===== config.mk =====
export PLATFORM = sky130hd
export DESIGN_NAME = sfc_freq_ctrl
export DESIGN_NICKNAME = d
export VERILOG_FILES = /design/src/rtl/sfc_pkg.sv /design/src/rtl/sfc_dsm_mod.sv /design/src/rtl/sfc_freq_ctrl.sv
export SDC_FILE = /design/constraint.sdc
export NUM_CORES = 1
export LEC_CHECK = 0
export BUFFER_PORTS_ARGS = -buffer_cell sky130_fd_sc_hd__buf_2
export CAP_MARGIN = 20
export CORE_MARGIN = 2
export CORE_UTILIZATION = 30
export DETAILED_ROUTE_END_ITERATION = 8
export REMOVE_ABC_BUFFERS = 1
export SYNTH_ARGS = -nofsm -noshare
export SYNTH_HDL_FRONTEND = slang
export SYNTH_SLANG_ARGS = --single-unit

===== constraint.sdc =====
create_clock -name clk -period 15 [get_ports clk]
set_clock_uncertainty 0.1 [all_clocks]
set_input_delay 2.25 -clock clk [delete_from_list [all_inputs] [get_ports clk]]
set_output_delay 2.25 -clock clk [all_outputs]
set_load 0.005 [all_outputs]

===== src/rtl/sfc_pkg.sv =====
/*
  Shared constants and types of the synthesizer frequency-control block:
  register offsets, reset values, field positions, timing counts, request, control-word and state types.
  Assumes a 10 MHz clock and a byte-wide register port that presents a whole byte.
*/
// Contract
// - Synthesizer and modulator run on the 10 MHz reference; output is ref times N+F.
// - Fraction accumulators wrap at 64000; fraction equals carrier word over 64000.
// - Integer part is band field plus fixed 24, spanning 24 to 47.
// - Band field holds 0 to 23; a larger written value becomes 23.
// - High-band bit selects divide-by-two bypass; low band halves the carrier.
// - Fraction sums carrier fraction, offset and deviation contributions.
// - FSK applied in-loop by moving the fraction with each transmit bit.
// - Carrier words give channel centre and serve both transmit and receive.
// - Receive mode lowers synthesizer by 937.5 kHz automatically, no reprogramming.
// - VCO calibration at power-up, each frequency change, and on force bit.
// - RC oscillator calibrates automatically; fine calibration every 30 s when enabled.
// - RC full-calibration bit starts a complete RC calibration of about 2 ms.
// - Settle-time field sets PLL settle wait, default 200 us.
// - Three-bit bias-settle field sets VCO bias wait before PLL settling.
// - Offset word is two's complement; step 156.25 Hz times one plus high band.
// - Startup VCO calibration step skipped when calibration is disabled; the code always calibrates at power-up and skips only on later restarts.
`default_nettype none

package sfc_pkg;

    localparam int unsigned CLK_PERIOD_NS = 100;

    localparam logic [6:0] ADDR_PLL_SETTLE = 7'h53;
    localparam logic [6:0] ADDR_RESERVED   = 7'h54;
    localparam logic [6:0] ADDR_CAL_CTRL   = 7'h55;
    localparam logic [6:0] ADDR_FO_LOW     = 7'h73;
    localparam logic [6:0] ADDR_FO_HIGH    = 7'h74;
    localparam logic [6:0] ADDR_BAND       = 7'h75;
    localparam logic [6:0] ADDR_FC_HIGH    = 7'h76;
    localparam logic [6:0] ADDR_FC_LOW     = 7'h77;

    localparam logic [7:0] RST_PLL_SETTLE = 8'h45;
    localparam logic [7:0] RST_RESERVED   = 8'h00;
    localparam logic [7:0] RST_CAL_CTRL   = 8'h04;
    localparam logic [7:0] RST_FO_LOW     = 8'h00;
    localparam logic [1:0] RST_FO_HIGH    = 2'h0;
    localparam logic [6:0] RST_BAND       = 7'h35;
    localparam logic [7:0] RST_FC_HIGH    = 8'hBB;
    localparam logic [7:0] RST_FC_LOW     = 8'h80;

    localparam int unsigned PLLTS_LSB    = 3;
    localparam int unsigned CAL_SKIPVCO  = 0;
    localparam int unsigned CAL_VCOCAL   = 1;
    localparam int unsigned CAL_RCCAL    = 3;
    localparam int unsigned CAL_ENRCFCAL = 4;
    localparam int unsigned BAND_HBSEL   = 5;
    localparam logic [7:0]  CAL_MASK     = 8'h7F;

    localparam logic [4:0]         FB_MAX   = 5'h17;
    localparam logic [5:0]         N_OFFSET = 6'h18;
    localparam logic signed [18:0] FRAC_MOD = 19'sd64000;

    // Frequency steps in milli-hertz
    localparam int unsigned FRAC_STEP_MHZ = 156250;
    localparam int unsigned DEV_STEP_MHZ  = 625000;
    localparam int unsigned RX_SHIFT_MHZ  = 937500000;
    localparam logic [15:0] RX_SHIFT_LB = 16'(RX_SHIFT_MHZ / FRAC_STEP_MHZ);
    localparam logic [15:0] RX_SHIFT_HB = 16'(RX_SHIFT_MHZ / (2 * FRAC_STEP_MHZ));
    localparam logic [18:0] DEV_MUL_LB  = 19'(DEV_STEP_MHZ / FRAC_STEP_MHZ);
    localparam logic [18:0] DEV_MUL_HB  = 19'(DEV_STEP_MHZ / (2 * FRAC_STEP_MHZ));

    localparam int unsigned PLLTS_STEP_NS    = 25000;
    localparam int unsigned PLLT0_STEP_NS    = 2000;
    localparam int unsigned VCO_CAL_NS       = 50000;
    localparam int unsigned RC_FULL_US       = 2000;
    localparam int unsigned RC_FINE_US       = 100;
    localparam int unsigned RC_FINE_PERIOD_S = 30;

    localparam logic [12:0] PLLTS_STEP_CYC =
        13'((PLLTS_STEP_NS + CLK_PERIOD_NS - 1) / CLK_PERIOD_NS);
    localparam logic [12:0] PLLT0_STEP_CYC =
        13'((PLLT0_STEP_NS + CLK_PERIOD_NS - 1) / CLK_PERIOD_NS);
    localparam logic [12:0] VCO_CAL_CYC =
        13'((VCO_CAL_NS + CLK_PERIOD_NS - 1) / CLK_PERIOD_NS);
    localparam logic [31:0] RC_FINE_CYC =
        32'((RC_FINE_US * 1000 + CLK_PERIOD_NS - 1) / CLK_PERIOD_NS);
    localparam int unsigned RC_FULL_CYC_DEF =
        (RC_FULL_US * 1000 + CLK_PERIOD_NS - 1) / CLK_PERIOD_NS;
    localparam int unsigned RC_FINE_PERIOD_CYC_DEF =
        32'(64'(RC_FINE_PERIOD_S) * 64'd1000000000 / 64'(CLK_PERIOD_NS));

    typedef struct packed {
        logic       wr;
        logic       rd;
        logic [6:0] addr;
        logic [7:0] wdata;
    } sfc_reg_req_t;

    typedef struct packed {
        logic [5:0]  int_part;
        logic [15:0] frac_part;
    } sfc_synth_word_t;

    typedef enum logic [3:0] {
        ST_BIAS   = 4'b0001,
        ST_VCOCAL = 4'b0010,
        ST_SETTLE = 4'b0100,
        ST_LOCK   = 4'b1000
    } sfc_state_t;

endpackage : sfc_pkg

`default_nettype wire


===== src/rtl/sfc_dsm_mod.sv =====
/*
  Third-order cascaded delta-sigma modulator producing the per-cycle
  feedback divide ratio from the integer and fractional control word.
  Assumes the word is stable or changes on clock edges only.
*/
`default_nettype none

module sfc_dsm_mod
    import sfc_pkg::*;
(
    input  wire logic            clk,
    input  wire logic            rst,
    input  wire sfc_pkg::sfc_synth_word_t word,
    output logic [6:0]           div_ratio_r
);

    logic [15:0] acc_r   [3];
    logic [15:0] acc_nxt [3];
    logic [2:0]  carry;
    logic        c2d_r;
    logic        c3d_r;
    logic        c3dd_r;

    genvar k;
    generate
        for (k = 0; k < 3; k++) begin : g_stage
            logic [16:0] sum;
            if (k == 0) begin : g_first
                assign sum = 17'(acc_r[k]) + 17'(word.frac_part);
            end else begin : g_next
                assign sum = 17'(acc_r[k]) + 17'(acc_nxt[k-1]);
            end
            // Wrap at the fractional modulus
            assign carry[k]   = (sum >= 17'(FRAC_MOD));
            assign acc_nxt[k] = 16'(carry[k] ? sum - 17'(FRAC_MOD) : sum);
            always_ff @(posedge clk) begin
                if (rst) begin
                    acc_r[k] <= 16'h0000;
                end else begin
                    acc_r[k] <= acc_nxt[k];
                end
            end
        end
    endgenerate

    // Noise-shaping recombination of the three carries
    wire logic signed [4:0] shaped = $signed({4'h0, carry[0]})
                                   + $signed({4'h0, carry[1]}) - $signed({4'h0, c2d_r})
                                   + $signed({4'h0, carry[2]}) - $signed({3'h0, c3d_r, 1'b0})
                                   + $signed({4'h0, c3dd_r});
    wire logic signed [7:0] ratio = $signed({2'h0, word.int_part}) + 8'(shaped);

    always_ff @(posedge clk) begin
        if (rst) begin
            c2d_r       <= 1'b0;
            c3d_r       <= 1'b0;
            c3dd_r      <= 1'b0;
            div_ratio_r <= 7'h00;
        end else begin
            c2d_r       <= carry[1];
            c3d_r       <= carry[2];
            c3dd_r      <= c3d_r;
            div_ratio_r <= 7'(ratio);
        end
    end

endmodule : sfc_dsm_mod

`default_nettype wire


===== src/rtl/sfc_freq_ctrl.sv =====
/*
  Synthesizer frequency control: band, carrier and offset registers, control
  word formation with receive shift and FSK, PLL settle sequencer, VCO and RC
  calibration timers, and the delta-sigma divider feed.
  Assumes a byte-wide register port whose write strobe marks a complete byte,
  and synchronous mode and data inputs.
*/
`default_nettype none

module sfc_freq_ctrl
    import sfc_pkg::*;
#(
    parameter int unsigned RC_FULL_CYC        = sfc_pkg::RC_FULL_CYC_DEF,
    parameter int unsigned RC_FINE_PERIOD_CYC = sfc_pkg::RC_FINE_PERIOD_CYC_DEF
) (
    input  wire logic                    clk,
    input  wire logic                    rst,
    input  wire sfc_pkg::sfc_reg_req_t   reg_req,
    output logic [7:0]                   reg_rdata_r,
    input  wire logic                    rx_mode,
    input  wire logic                    mod_en,
    input  wire logic                    tx_data,
    input  wire logic [8:0]              deviation_word,
    output sfc_pkg::sfc_synth_word_t     synth_word_r,
    output logic                         band_high_r,
    output logic [6:0]                   div_ratio_r,
    output logic                         vco_cal_r,
    output logic                         pll_settled_r,
    output logic                         rc_cal_r
);

    logic [7:0]  settle_timing_r;
    logic [7:0]  reserved_r;
    logic [7:0]  cal_cfg_r;
    logic [7:0]  fo_low_r;
    logic [1:0]  fo_high_r;
    logic [6:0]  band_r;
    logic [7:0]  fc_high_r;
    logic [7:0]  fc_low_r;
    logic        freq_wr_r;
    logic        rx_prev_r;
    logic        vco_force_r;
    sfc_state_t  state_r;
    sfc_state_t  state_nxt;
    logic [12:0] cnt_r;
    logic [12:0] cnt_nxt;
    logic [31:0] rc_cnt_r;
    logic [31:0] rc_len_r;
    logic [31:0] fine_cnt_r;
    logic        rc_full_pend_r;

    // Register write decode
    wire logic wr_settle = reg_req.wr && (reg_req.addr == ADDR_PLL_SETTLE);
    wire logic wr_rsvd   = reg_req.wr && (reg_req.addr == ADDR_RESERVED);
    wire logic wr_cal    = reg_req.wr && (reg_req.addr == ADDR_CAL_CTRL);
    wire logic wr_fo_lo  = reg_req.wr && (reg_req.addr == ADDR_FO_LOW);
    wire logic wr_fo_hi  = reg_req.wr && (reg_req.addr == ADDR_FO_HIGH);
    wire logic wr_band   = reg_req.wr && (reg_req.addr == ADDR_BAND);
    wire logic wr_fc_hi  = reg_req.wr && (reg_req.addr == ADDR_FC_HIGH);
    wire logic wr_fc_lo  = reg_req.wr && (reg_req.addr == ADDR_FC_LOW);
    wire logic wr_freq   = wr_fo_lo | wr_fo_hi | wr_band | wr_fc_hi | wr_fc_lo;

    // Out-of-range band values are pinned at write time
    wire logic [4:0] fb_in = (reg_req.wdata[4:0] > FB_MAX) ? FB_MAX
                                                           : reg_req.wdata[4:0];

    always_ff @(posedge clk) begin
        if (rst) begin
            settle_timing_r <= RST_PLL_SETTLE;
            reserved_r      <= RST_RESERVED;
            cal_cfg_r       <= RST_CAL_CTRL;
            fo_low_r        <= RST_FO_LOW;
            fo_high_r       <= RST_FO_HIGH;
            band_r          <= RST_BAND;
            fc_high_r       <= RST_FC_HIGH;
            fc_low_r        <= RST_FC_LOW;
        end else begin
            if (wr_settle) settle_timing_r <= reg_req.wdata;
            if (wr_rsvd)   reserved_r      <= reg_req.wdata;
            if (wr_cal)    cal_cfg_r       <= reg_req.wdata & CAL_MASK;
            if (wr_fo_lo)  fo_low_r        <= reg_req.wdata;
            if (wr_fo_hi)  fo_high_r       <= reg_req.wdata[1:0];
            if (wr_band)   band_r          <= {reg_req.wdata[6:5], fb_in};
            if (wr_fc_hi)  fc_high_r       <= reg_req.wdata;
            if (wr_fc_lo)  fc_low_r        <= reg_req.wdata;
        end
    end

    // Read path; action bits read back as busy flags
    wire logic vco_busy = vco_force_r | (state_r == ST_VCOCAL);
    wire logic [7:0] cal_view = {cal_cfg_r[7:4], rc_cal_r, cal_cfg_r[2],
                                 vco_busy, cal_cfg_r[0]};
    wire logic [7:0] rd_mux =
        (reg_req.addr == ADDR_PLL_SETTLE) ? settle_timing_r :
        (reg_req.addr == ADDR_RESERVED)   ? reserved_r :
        (reg_req.addr == ADDR_CAL_CTRL)   ? cal_view :
        (reg_req.addr == ADDR_FO_LOW)     ? fo_low_r :
        (reg_req.addr == ADDR_FO_HIGH)    ? {6'h00, fo_high_r} :
        (reg_req.addr == ADDR_BAND)       ? {1'b0, band_r} :
        (reg_req.addr == ADDR_FC_HIGH)    ? fc_high_r :
        (reg_req.addr == ADDR_FC_LOW)     ? fc_low_r : 8'h00;

    // Control word: same carrier words for both directions
    wire logic        hb       = band_r[BAND_HBSEL];
    wire logic [15:0] fc_word  = {fc_high_r, fc_low_r};
    wire logic [5:0]  n_base   = 6'(band_r[4:0]) + N_OFFSET;
    wire logic signed [18:0] fo_ext = $signed({{9{fo_high_r[1]}}, fo_high_r, fo_low_r});
    wire logic [18:0] dev_mag  = 19'(deviation_word) * (hb ? DEV_MUL_HB : DEV_MUL_LB);
    // Deviation stays 625 Hz per step in either band, so the fraction gain tracks hb
    wire logic signed [18:0] dev_term = (!mod_en || rx_mode) ? 19'sd0 :
                                        tx_data ? $signed(dev_mag)
                                                : -$signed(dev_mag);
    wire logic [15:0] rx_shift = rx_mode ? (hb ? RX_SHIFT_HB : RX_SHIFT_LB) : 16'h0000;
    wire logic signed [18:0] f_sum = $signed({3'h0, fc_word}) + fo_ext + dev_term
                                   - $signed({3'h0, rx_shift});
    wire logic f_lo = (f_sum < 19'sd0);
    wire logic f_hi = (f_sum >= FRAC_MOD);
    // Borrow or carry between fraction and integer keeps the fraction below modulus
    wire logic [5:0]  int_nxt  = f_lo ? n_base - 6'h01 : f_hi ? n_base + 6'h01 : n_base;
    wire logic signed [18:0] frac_adj = f_lo ? f_sum + FRAC_MOD
                                      : f_hi ? f_sum - FRAC_MOD : f_sum;
    wire logic [15:0] frac_nxt = 16'(frac_adj);

    // Stored bytes feed the word one edge after the write completes
    always_ff @(posedge clk) begin
        if (rst) begin
            synth_word_r <= '0;
            band_high_r  <= 1'b0;
            freq_wr_r    <= 1'b0;
            rx_prev_r    <= 1'b0;
        end else begin
            synth_word_r <= '{int_part: int_nxt, frac_part: frac_nxt};
            band_high_r  <= hb;
            freq_wr_r    <= wr_freq;
            rx_prev_r    <= rx_mode;
        end
    end

    sfc_dsm_mod u_dsm (
        .clk         (clk),
        .rst         (rst),
        .word        (synth_word_r),
        .div_ratio_r (div_ratio_r)
    );

    // Settle sequencer: bias wait, VCO calibration, PLL settle, locked
    wire logic [12:0] bias_cyc   = 13'(settle_timing_r[2:0]) * PLLT0_STEP_CYC;
    wire logic [12:0] settle_cyc = 13'(settle_timing_r[7:PLLTS_LSB]) * PLLTS_STEP_CYC;
    wire logic [12:0] bias_load   = (bias_cyc == 13'h0000) ? 13'h0000 : bias_cyc - 13'h0001;
    wire logic [12:0] settle_load = (settle_cyc == 13'h0000) ? 13'h0000
                                                             : settle_cyc - 13'h0001;
    wire logic restart  = freq_wr_r | (rx_mode != rx_prev_r);
    wire logic skip_vco = cal_cfg_r[CAL_SKIPVCO] & ~vco_force_r;
    wire logic force_set = wr_cal & reg_req.wdata[CAL_VCOCAL];

    always_comb begin
        state_nxt = state_r;
        cnt_nxt   = (cnt_r == 13'h0000) ? 13'h0000 : cnt_r - 13'h0001;
        if (restart) begin
            state_nxt = ST_BIAS;
            cnt_nxt   = bias_load;
        end else begin
            case (state_r)
                ST_BIAS: begin
                    if (cnt_r == 13'h0000) begin
                        if (skip_vco) begin
                            state_nxt = ST_SETTLE;
                            cnt_nxt   = settle_load;
                        end else begin
                            state_nxt = ST_VCOCAL;
                            cnt_nxt   = VCO_CAL_CYC - 13'h0001;
                        end
                    end
                end
                ST_VCOCAL: begin
                    if (cnt_r == 13'h0000) begin
                        state_nxt = ST_SETTLE;
                        cnt_nxt   = settle_load;
                    end
                end
                ST_SETTLE: begin
                    if (cnt_r == 13'h0000) begin
                        state_nxt = ST_LOCK;
                    end
                end
                ST_LOCK: begin
                    if (vco_force_r) begin
                        state_nxt = ST_VCOCAL;
                        cnt_nxt   = VCO_CAL_CYC - 13'h0001;
                    end
                end
                default: begin
                    state_nxt = ST_BIAS;
                    cnt_nxt   = bias_load;
                end
            endcase
        end
    end

    // Power-up enters the bias wait, so the first lock always follows a calibration
    always_ff @(posedge clk) begin
        if (rst) begin
            state_r       <= ST_BIAS;
            cnt_r         <= 13'h0000;
            vco_force_r   <= 1'b0;
            vco_cal_r     <= 1'b0;
            pll_settled_r <= 1'b0;
        end else begin
            state_r       <= state_nxt;
            cnt_r         <= cnt_nxt;
            vco_force_r   <= force_set | (vco_force_r & (state_r != ST_VCOCAL));
            vco_cal_r     <= (state_nxt == ST_VCOCAL);
            pll_settled_r <= (state_nxt == ST_LOCK);
        end
    end

    // RC oscillator calibration: full at power-up and on request, fine periodically
    wire logic fine_tick = cal_cfg_r[CAL_ENRCFCAL]
                         && (fine_cnt_r == 32'(RC_FINE_PERIOD_CYC - 1));
    wire logic full_req  = rc_full_pend_r | (wr_cal & reg_req.wdata[CAL_RCCAL]);
    wire logic rc_done   = rc_cal_r && (rc_cnt_r == rc_len_r - 32'h00000001);
    wire logic rc_start  = (!rc_cal_r || rc_done) && (full_req || fine_tick);

    always_ff @(posedge clk) begin
        if (rst) begin
            rc_cal_r       <= 1'b1;
            rc_cnt_r       <= 32'h00000000;
            rc_len_r       <= 32'(RC_FULL_CYC);
            fine_cnt_r     <= 32'h00000000;
            rc_full_pend_r <= 1'b0;
        end else begin
            // A request during a running calibration is held, not dropped
            rc_full_pend_r <= full_req & ~rc_start;
            fine_cnt_r     <= (!cal_cfg_r[CAL_ENRCFCAL] || fine_tick) ? 32'h00000000
                                                                      : fine_cnt_r + 32'h00000001;
            if (rc_start) begin
                rc_cal_r <= 1'b1;
                rc_cnt_r <= 32'h00000000;
                rc_len_r <= full_req ? 32'(RC_FULL_CYC) : RC_FINE_CYC;
            end else if (rc_done) begin
                rc_cal_r <= 1'b0;
            end else if (rc_cal_r) begin
                rc_cnt_r <= rc_cnt_r + 32'h00000001;
            end
        end
    end

    always_ff @(posedge clk) begin
        if (rst) begin
            reg_rdata_r <= 8'h00;
        end else if (reg_req.rd) begin
            reg_rdata_r <= rd_mux;
        end
    end

    // Helper: total ratio scaled by the modulus
    wire logic [21:0] tot_w = 22'(synth_word_r.int_part) * 22'(FRAC_MOD)
                            + 22'(synth_word_r.frac_part);

    property p_band_clamp;
        @(posedge clk) disable iff (rst)
        wr_band && (reg_req.wdata[4:0] > FB_MAX) |=> (band_r[4:0] == FB_MAX);
    endproperty
    a_band_clamp: assert property (p_band_clamp) else $error("band field not clamped");

    property p_int_range;
        @(posedge clk) disable iff (rst)
        !$past(rst) |-> (synth_word_r.int_part >= 6'h17) && (synth_word_r.int_part <= 6'h30);
    endproperty
    a_int_range: assert property (p_int_range) else $error("integer part out of range");

    property p_frac_mod;
        @(posedge clk) disable iff (rst)
        $changed(synth_word_r.frac_part) |-> (synth_word_r.frac_part < 16'(FRAC_MOD));
    endproperty
    a_frac_mod: assert property (p_frac_mod) else $error("fraction not below modulus");

    property p_rx_shift;
        @(posedge clk) disable iff (rst)
        $rose(rx_mode) && !mod_en && !$past(mod_en) && !reg_req.wr && !freq_wr_r
        |=> (tot_w == $past(tot_w) - 22'(band_r[BAND_HBSEL] ? RX_SHIFT_HB : RX_SHIFT_LB));
    endproperty
    a_rx_shift: assert property (p_rx_shift) else $error("receive shift wrong");

    property p_freq_restart;
        @(posedge clk) disable iff (rst)
        freq_wr_r |=> (state_r == ST_BIAS) ##1 !pll_settled_r;
    endproperty
    a_freq_restart: assert property (p_freq_restart) else $error("no restart on write");

    property p_force_cal;
        @(posedge clk) disable iff (rst)
        force_set && (state_r == ST_LOCK) |-> ##[1:200] vco_cal_r;
    endproperty
    a_force_cal: assert property (p_force_cal) else $error("forced VCO cal missing");

    property p_rc_full;
        @(posedge clk) disable iff (rst)
        wr_cal && reg_req.wdata[CAL_RCCAL] && !rc_cal_r |=> rc_cal_r[*8];
    endproperty
    a_rc_full: assert property (p_rc_full) else $error("RC full calibration not held");

    property p_settle_order;
        @(posedge clk) disable iff (rst)
        $rose(pll_settled_r) |-> ($past(state_r) == ST_SETTLE) && ($past(cnt_r) == 13'h0000);
    endproperty
    a_settle_order: assert property (p_settle_order) else $error("lock before settle");

endmodule : sfc_freq_ctrl

`default_nettype wire


==> reports/results.tsv <==
stage	metric	value	unit
cts	hold_buffers	0	
logic_synthesis	syn-instance-count	2019	
drt	via_per_inst	5.22	
power_and_ir_drop	p_total	0.00363	W
critical_path	cp.arrival	11200	ps
cts	cts_tree	built	
power_and_ir_drop	p_int	0.00197	W
floorplanning	core	54100	um2
cells_and_area	drive_gt1_share	8.48	%
timing	worst_pin_slew	1070	ps
cells_and_area	instances_no_fill	2774	
global_routing	grt_pass1_wl	71.3	mm
timing	rsz0062_at_grt	false	
run_status	status	finished clean	
timing	final.period_utilization	72.6	%
floorplanning	die_width	239	um
cts	cts_sinks	233	
global_routing	grt_util_all_layers	15.0	%
cts	postCtsResizedCells	0	
cts	clockRootBuffer	clkbuf_16	
global_routing	antenna_found_initial	2	
timing	setup_viol	0	
logic_synthesis	syn_area_per_cell	8.18	um2
logic_synthesis	synthArstFlopShare	0	%
timing	fmax	0.0919	GHz
drt	drtIter0Drc	969	
timing	hold_viol	0	
critical_path	path_class	reg -> reg	
power_and_ir_drop	peakVddDrop	0.170	mV
logic_synthesis	synth_top_cell_by_area	dfxtp_1	
floorplanning	die_h	239	um
logic_synthesis	synth.distinct_cells	88	
global_routing	first_global_vias	14100	
drt	dr_total_vias	14500	
logic_synthesis	synth_top_area_share	28.2	%
drt	drc	0	
place	place_hpwl	33.3	mm
cts	h-tree-depth	1	
logic_synthesis	ys_ff_latch	233	
cts	clkTransAtPathRegs	60	ps
cts	cts_buffer_depth	3	
cells_and_area	nNetsFinal	2258	
drt	drt-pass1-iter-count	5	
flow_run	drv_cap	0	
critical_path	slowest_delay	630	ps
power_and_ir_drop	power_frac_comb	61.1	%
floorplanning	start_util	30.5	%
critical_path	critPathRequiredTime	15320	ps
drt	wl_per_cell	15.7	um
place	gp_congestion	0.870	
cts	clkLatencyLatePin	560	ps
logic_synthesis	synth-edff-count	0	
timing	max_slew_margin	28.2	%
power_and_ir_drop	leakagePower	7.69	nW
logic_synthesis	synth.most_common_cell	nor2_1	
cts	post_cts_buffers	0	
power_and_ir_drop	switching_share	45.6	%
critical_path	path_common_cell	ha_1	
power_and_ir_drop	clockPowerShare	18.6	%
power_and_ir_drop	p_seq_share	20.3	%
global_routing	globalRouteOverflowTotal	0	
min_path	holdCritPathClass	reg -> reg	
critical_path	critPathBufInv	6	
timing	fin_crit	10880	ps
cts	cts_buffers	27	
drt	antenna_left	0	
critical_path	crit_path_max_fanout	9	
timing	hold_slack	364	ps
cells_and_area	area_growth	11.9	%
power_and_ir_drop	p_per_area	196	nW/um2
critical_path	path_delay_family	compound AO/OA/AOI/OAI gates	
timing	finalMaxSlewViolations	0	
floorplanning	io_pins	72	
critical_path	end_kind	flop	
place	dp_cells	2722	
global_routing	grt_max_degree	47	
logic_synthesis	synthTopCellsByArea	dfxtp_1, ha_1, nor2_1, fa_1, xor2_1	
logic_synthesis	netlist_area	16500	um2
drt	routed_wl	43.5	mm
logic_synthesis	yosys-top-cells-count	nor2_1, dfxtp_1, inv_1	
cells_and_area	fillerInstances	5554	
floorplanning	num_rows	85	
logic_synthesis	ys.flop_type	dfxtp_1	
critical_path	worst_setup_path_start_kind	flop	
floorplanning	die_area	56900	um2
power_and_ir_drop	p_sw	0.00166	W
logic_synthesis	yosys_warnings	0	
critical_path	slowest_stage	a311oi_1	
logic_synthesis	ys_seq_area_share	28.2	%
timing	setup-tns-final	0	ps
place	port_buffers	71	
-- metrics by stage --
step | area (um2) | setup WS (ps) | utilization (%)
after floorplan | 16200 | 5540 | -
after global placement | 17500 | 4790 | 32.4
after detailed placement | 17600 | 4240 | 32.4
after CTS | 18500 | 4190 | 34.1
after global routing | 18500 | 3200 | 34.1
final | 18500 | 4120 | 34.1
-- layout by cell type, fill, tap and decap left out, drive strengths merged, types with 12 or more instances in the layout --
cell	n
a21boi	12
o21ai	74
xnor2	60
nor2	243
o21a	16
nor2b	34
and3	18
nor3b	12
mux2i	38
or3	23
nand2b	20
mux2	15
ha	130
xor2	83
buf	79
a211oi	15
or4	13
nor4	24
nand2	135
fa	41
nand3	80
a311oi	12
or2	15
inv	163
nand4	19
a21oi	108
a22oi	15
nor3	57
o211ai	22
clkbuf	35
a31oi	19
and2	31
a21o	28
dfxtp	233
-- cells by family (layout without fill, tap and decap cells) --
family | after synthesis | after routing | synth area share [%]
AOI/OAI and AO/OA | 426 | 426 | 17.6
xor gates and xnor gates | 143 | 143 | 7.74
adders and majority gates | 171 | 171 | 14.8
buffers and inverters | 233 | 290 | 5.31
DFF | 233 | 233 | 28.2
muxes | 55 | 55 | 3.60
other | 0 | 2 | 0
and+or+nand+nor | 758 | 758 | 22.7
-- sequential cells by signal, indices dropped and copies added, names as in the netlist, 4 cells and up --
register / cells
reserved_r: 8
rc_cnt_r: 32
band_r: 7
settle_timing_r: 8
fc_high_r: 8
fine_cnt_r: 32
synth_word_r: 22
cal_cfg_r: 5
cnt_r: 13
reg_rdata_r: 8
state_r: 4
u_dsm.div_ratio_r: 7
u_dsm.acc_r: 48
fo_low_r: 8
fc_low_r: 8
-- metal layers --
| metal | share of wire [%] | vias to the layer above | wire length [um] | global-route usage (%) |
|---|---|---|---|---|
| met1 | 45 | 6854 | 19700 | 19.2 |
| met2 | 48 | 327 | 20700 | 26.3 |
| li1 | - | 7222 | - | - |
| met4 | 2.4 | 0 | 1030 | 3.84 |
| met3 | 4.7 | 75 | 2030 | 2.36 |
| met5 | 0 | - | 0 | 0 |
-- area by class of cell --
class	count	area, um2	share of cell area (%)
Multi-Input combinational cell	1553	11000	59.5
Clock buffer	35	766	4.14
Antenna cell	2	5.00	0.0271
Sequential cell	233	4660	25.2
Timing Repair Buffer	79	425	2.30
Clock inverter	14	151	0.819
Tap cell	696	871	4.71
Inverter	162	608	3.29
-- worst paths after layout --
check                              from                         endpoint  slack, ps  depth (start not counted)
max          synth_word_r[0]$_SDFF_PP0_  u_dsm.div_ratio_r[5]$_SDFF_PP0_       4120                         46
min            fine_cnt_r[0]$_SDFF_PP0_         fine_cnt_r[0]$_SDFF_PP0_        360                          1
max reg2reg  synth_word_r[0]$_SDFF_PP0_  u_dsm.div_ratio_r[5]$_SDFF_PP0_       4120                         46
min reg2reg    fine_cnt_r[0]$_SDFF_PP0_         fine_cnt_r[0]$_SDFF_PP0_        360                          1
-- power groups by stage --
stage | Combinational [W] | Clock, W | Sequential (W)
after global routing | 0.00249 | 0.000719 | 0.000745
after detailed placement | 0.00218 | 0 | 0.000753
final | 0.00222 | 0.000675 | 0.000738
after CTS | 0.00220 | 0.000696 | 0.000739
after floorplan | 0.00170 | 0 | 0.000737
after global placement | 0.00214 | 0 | 0.000752
Note: power is estimated with default switching activity, not from simulation.
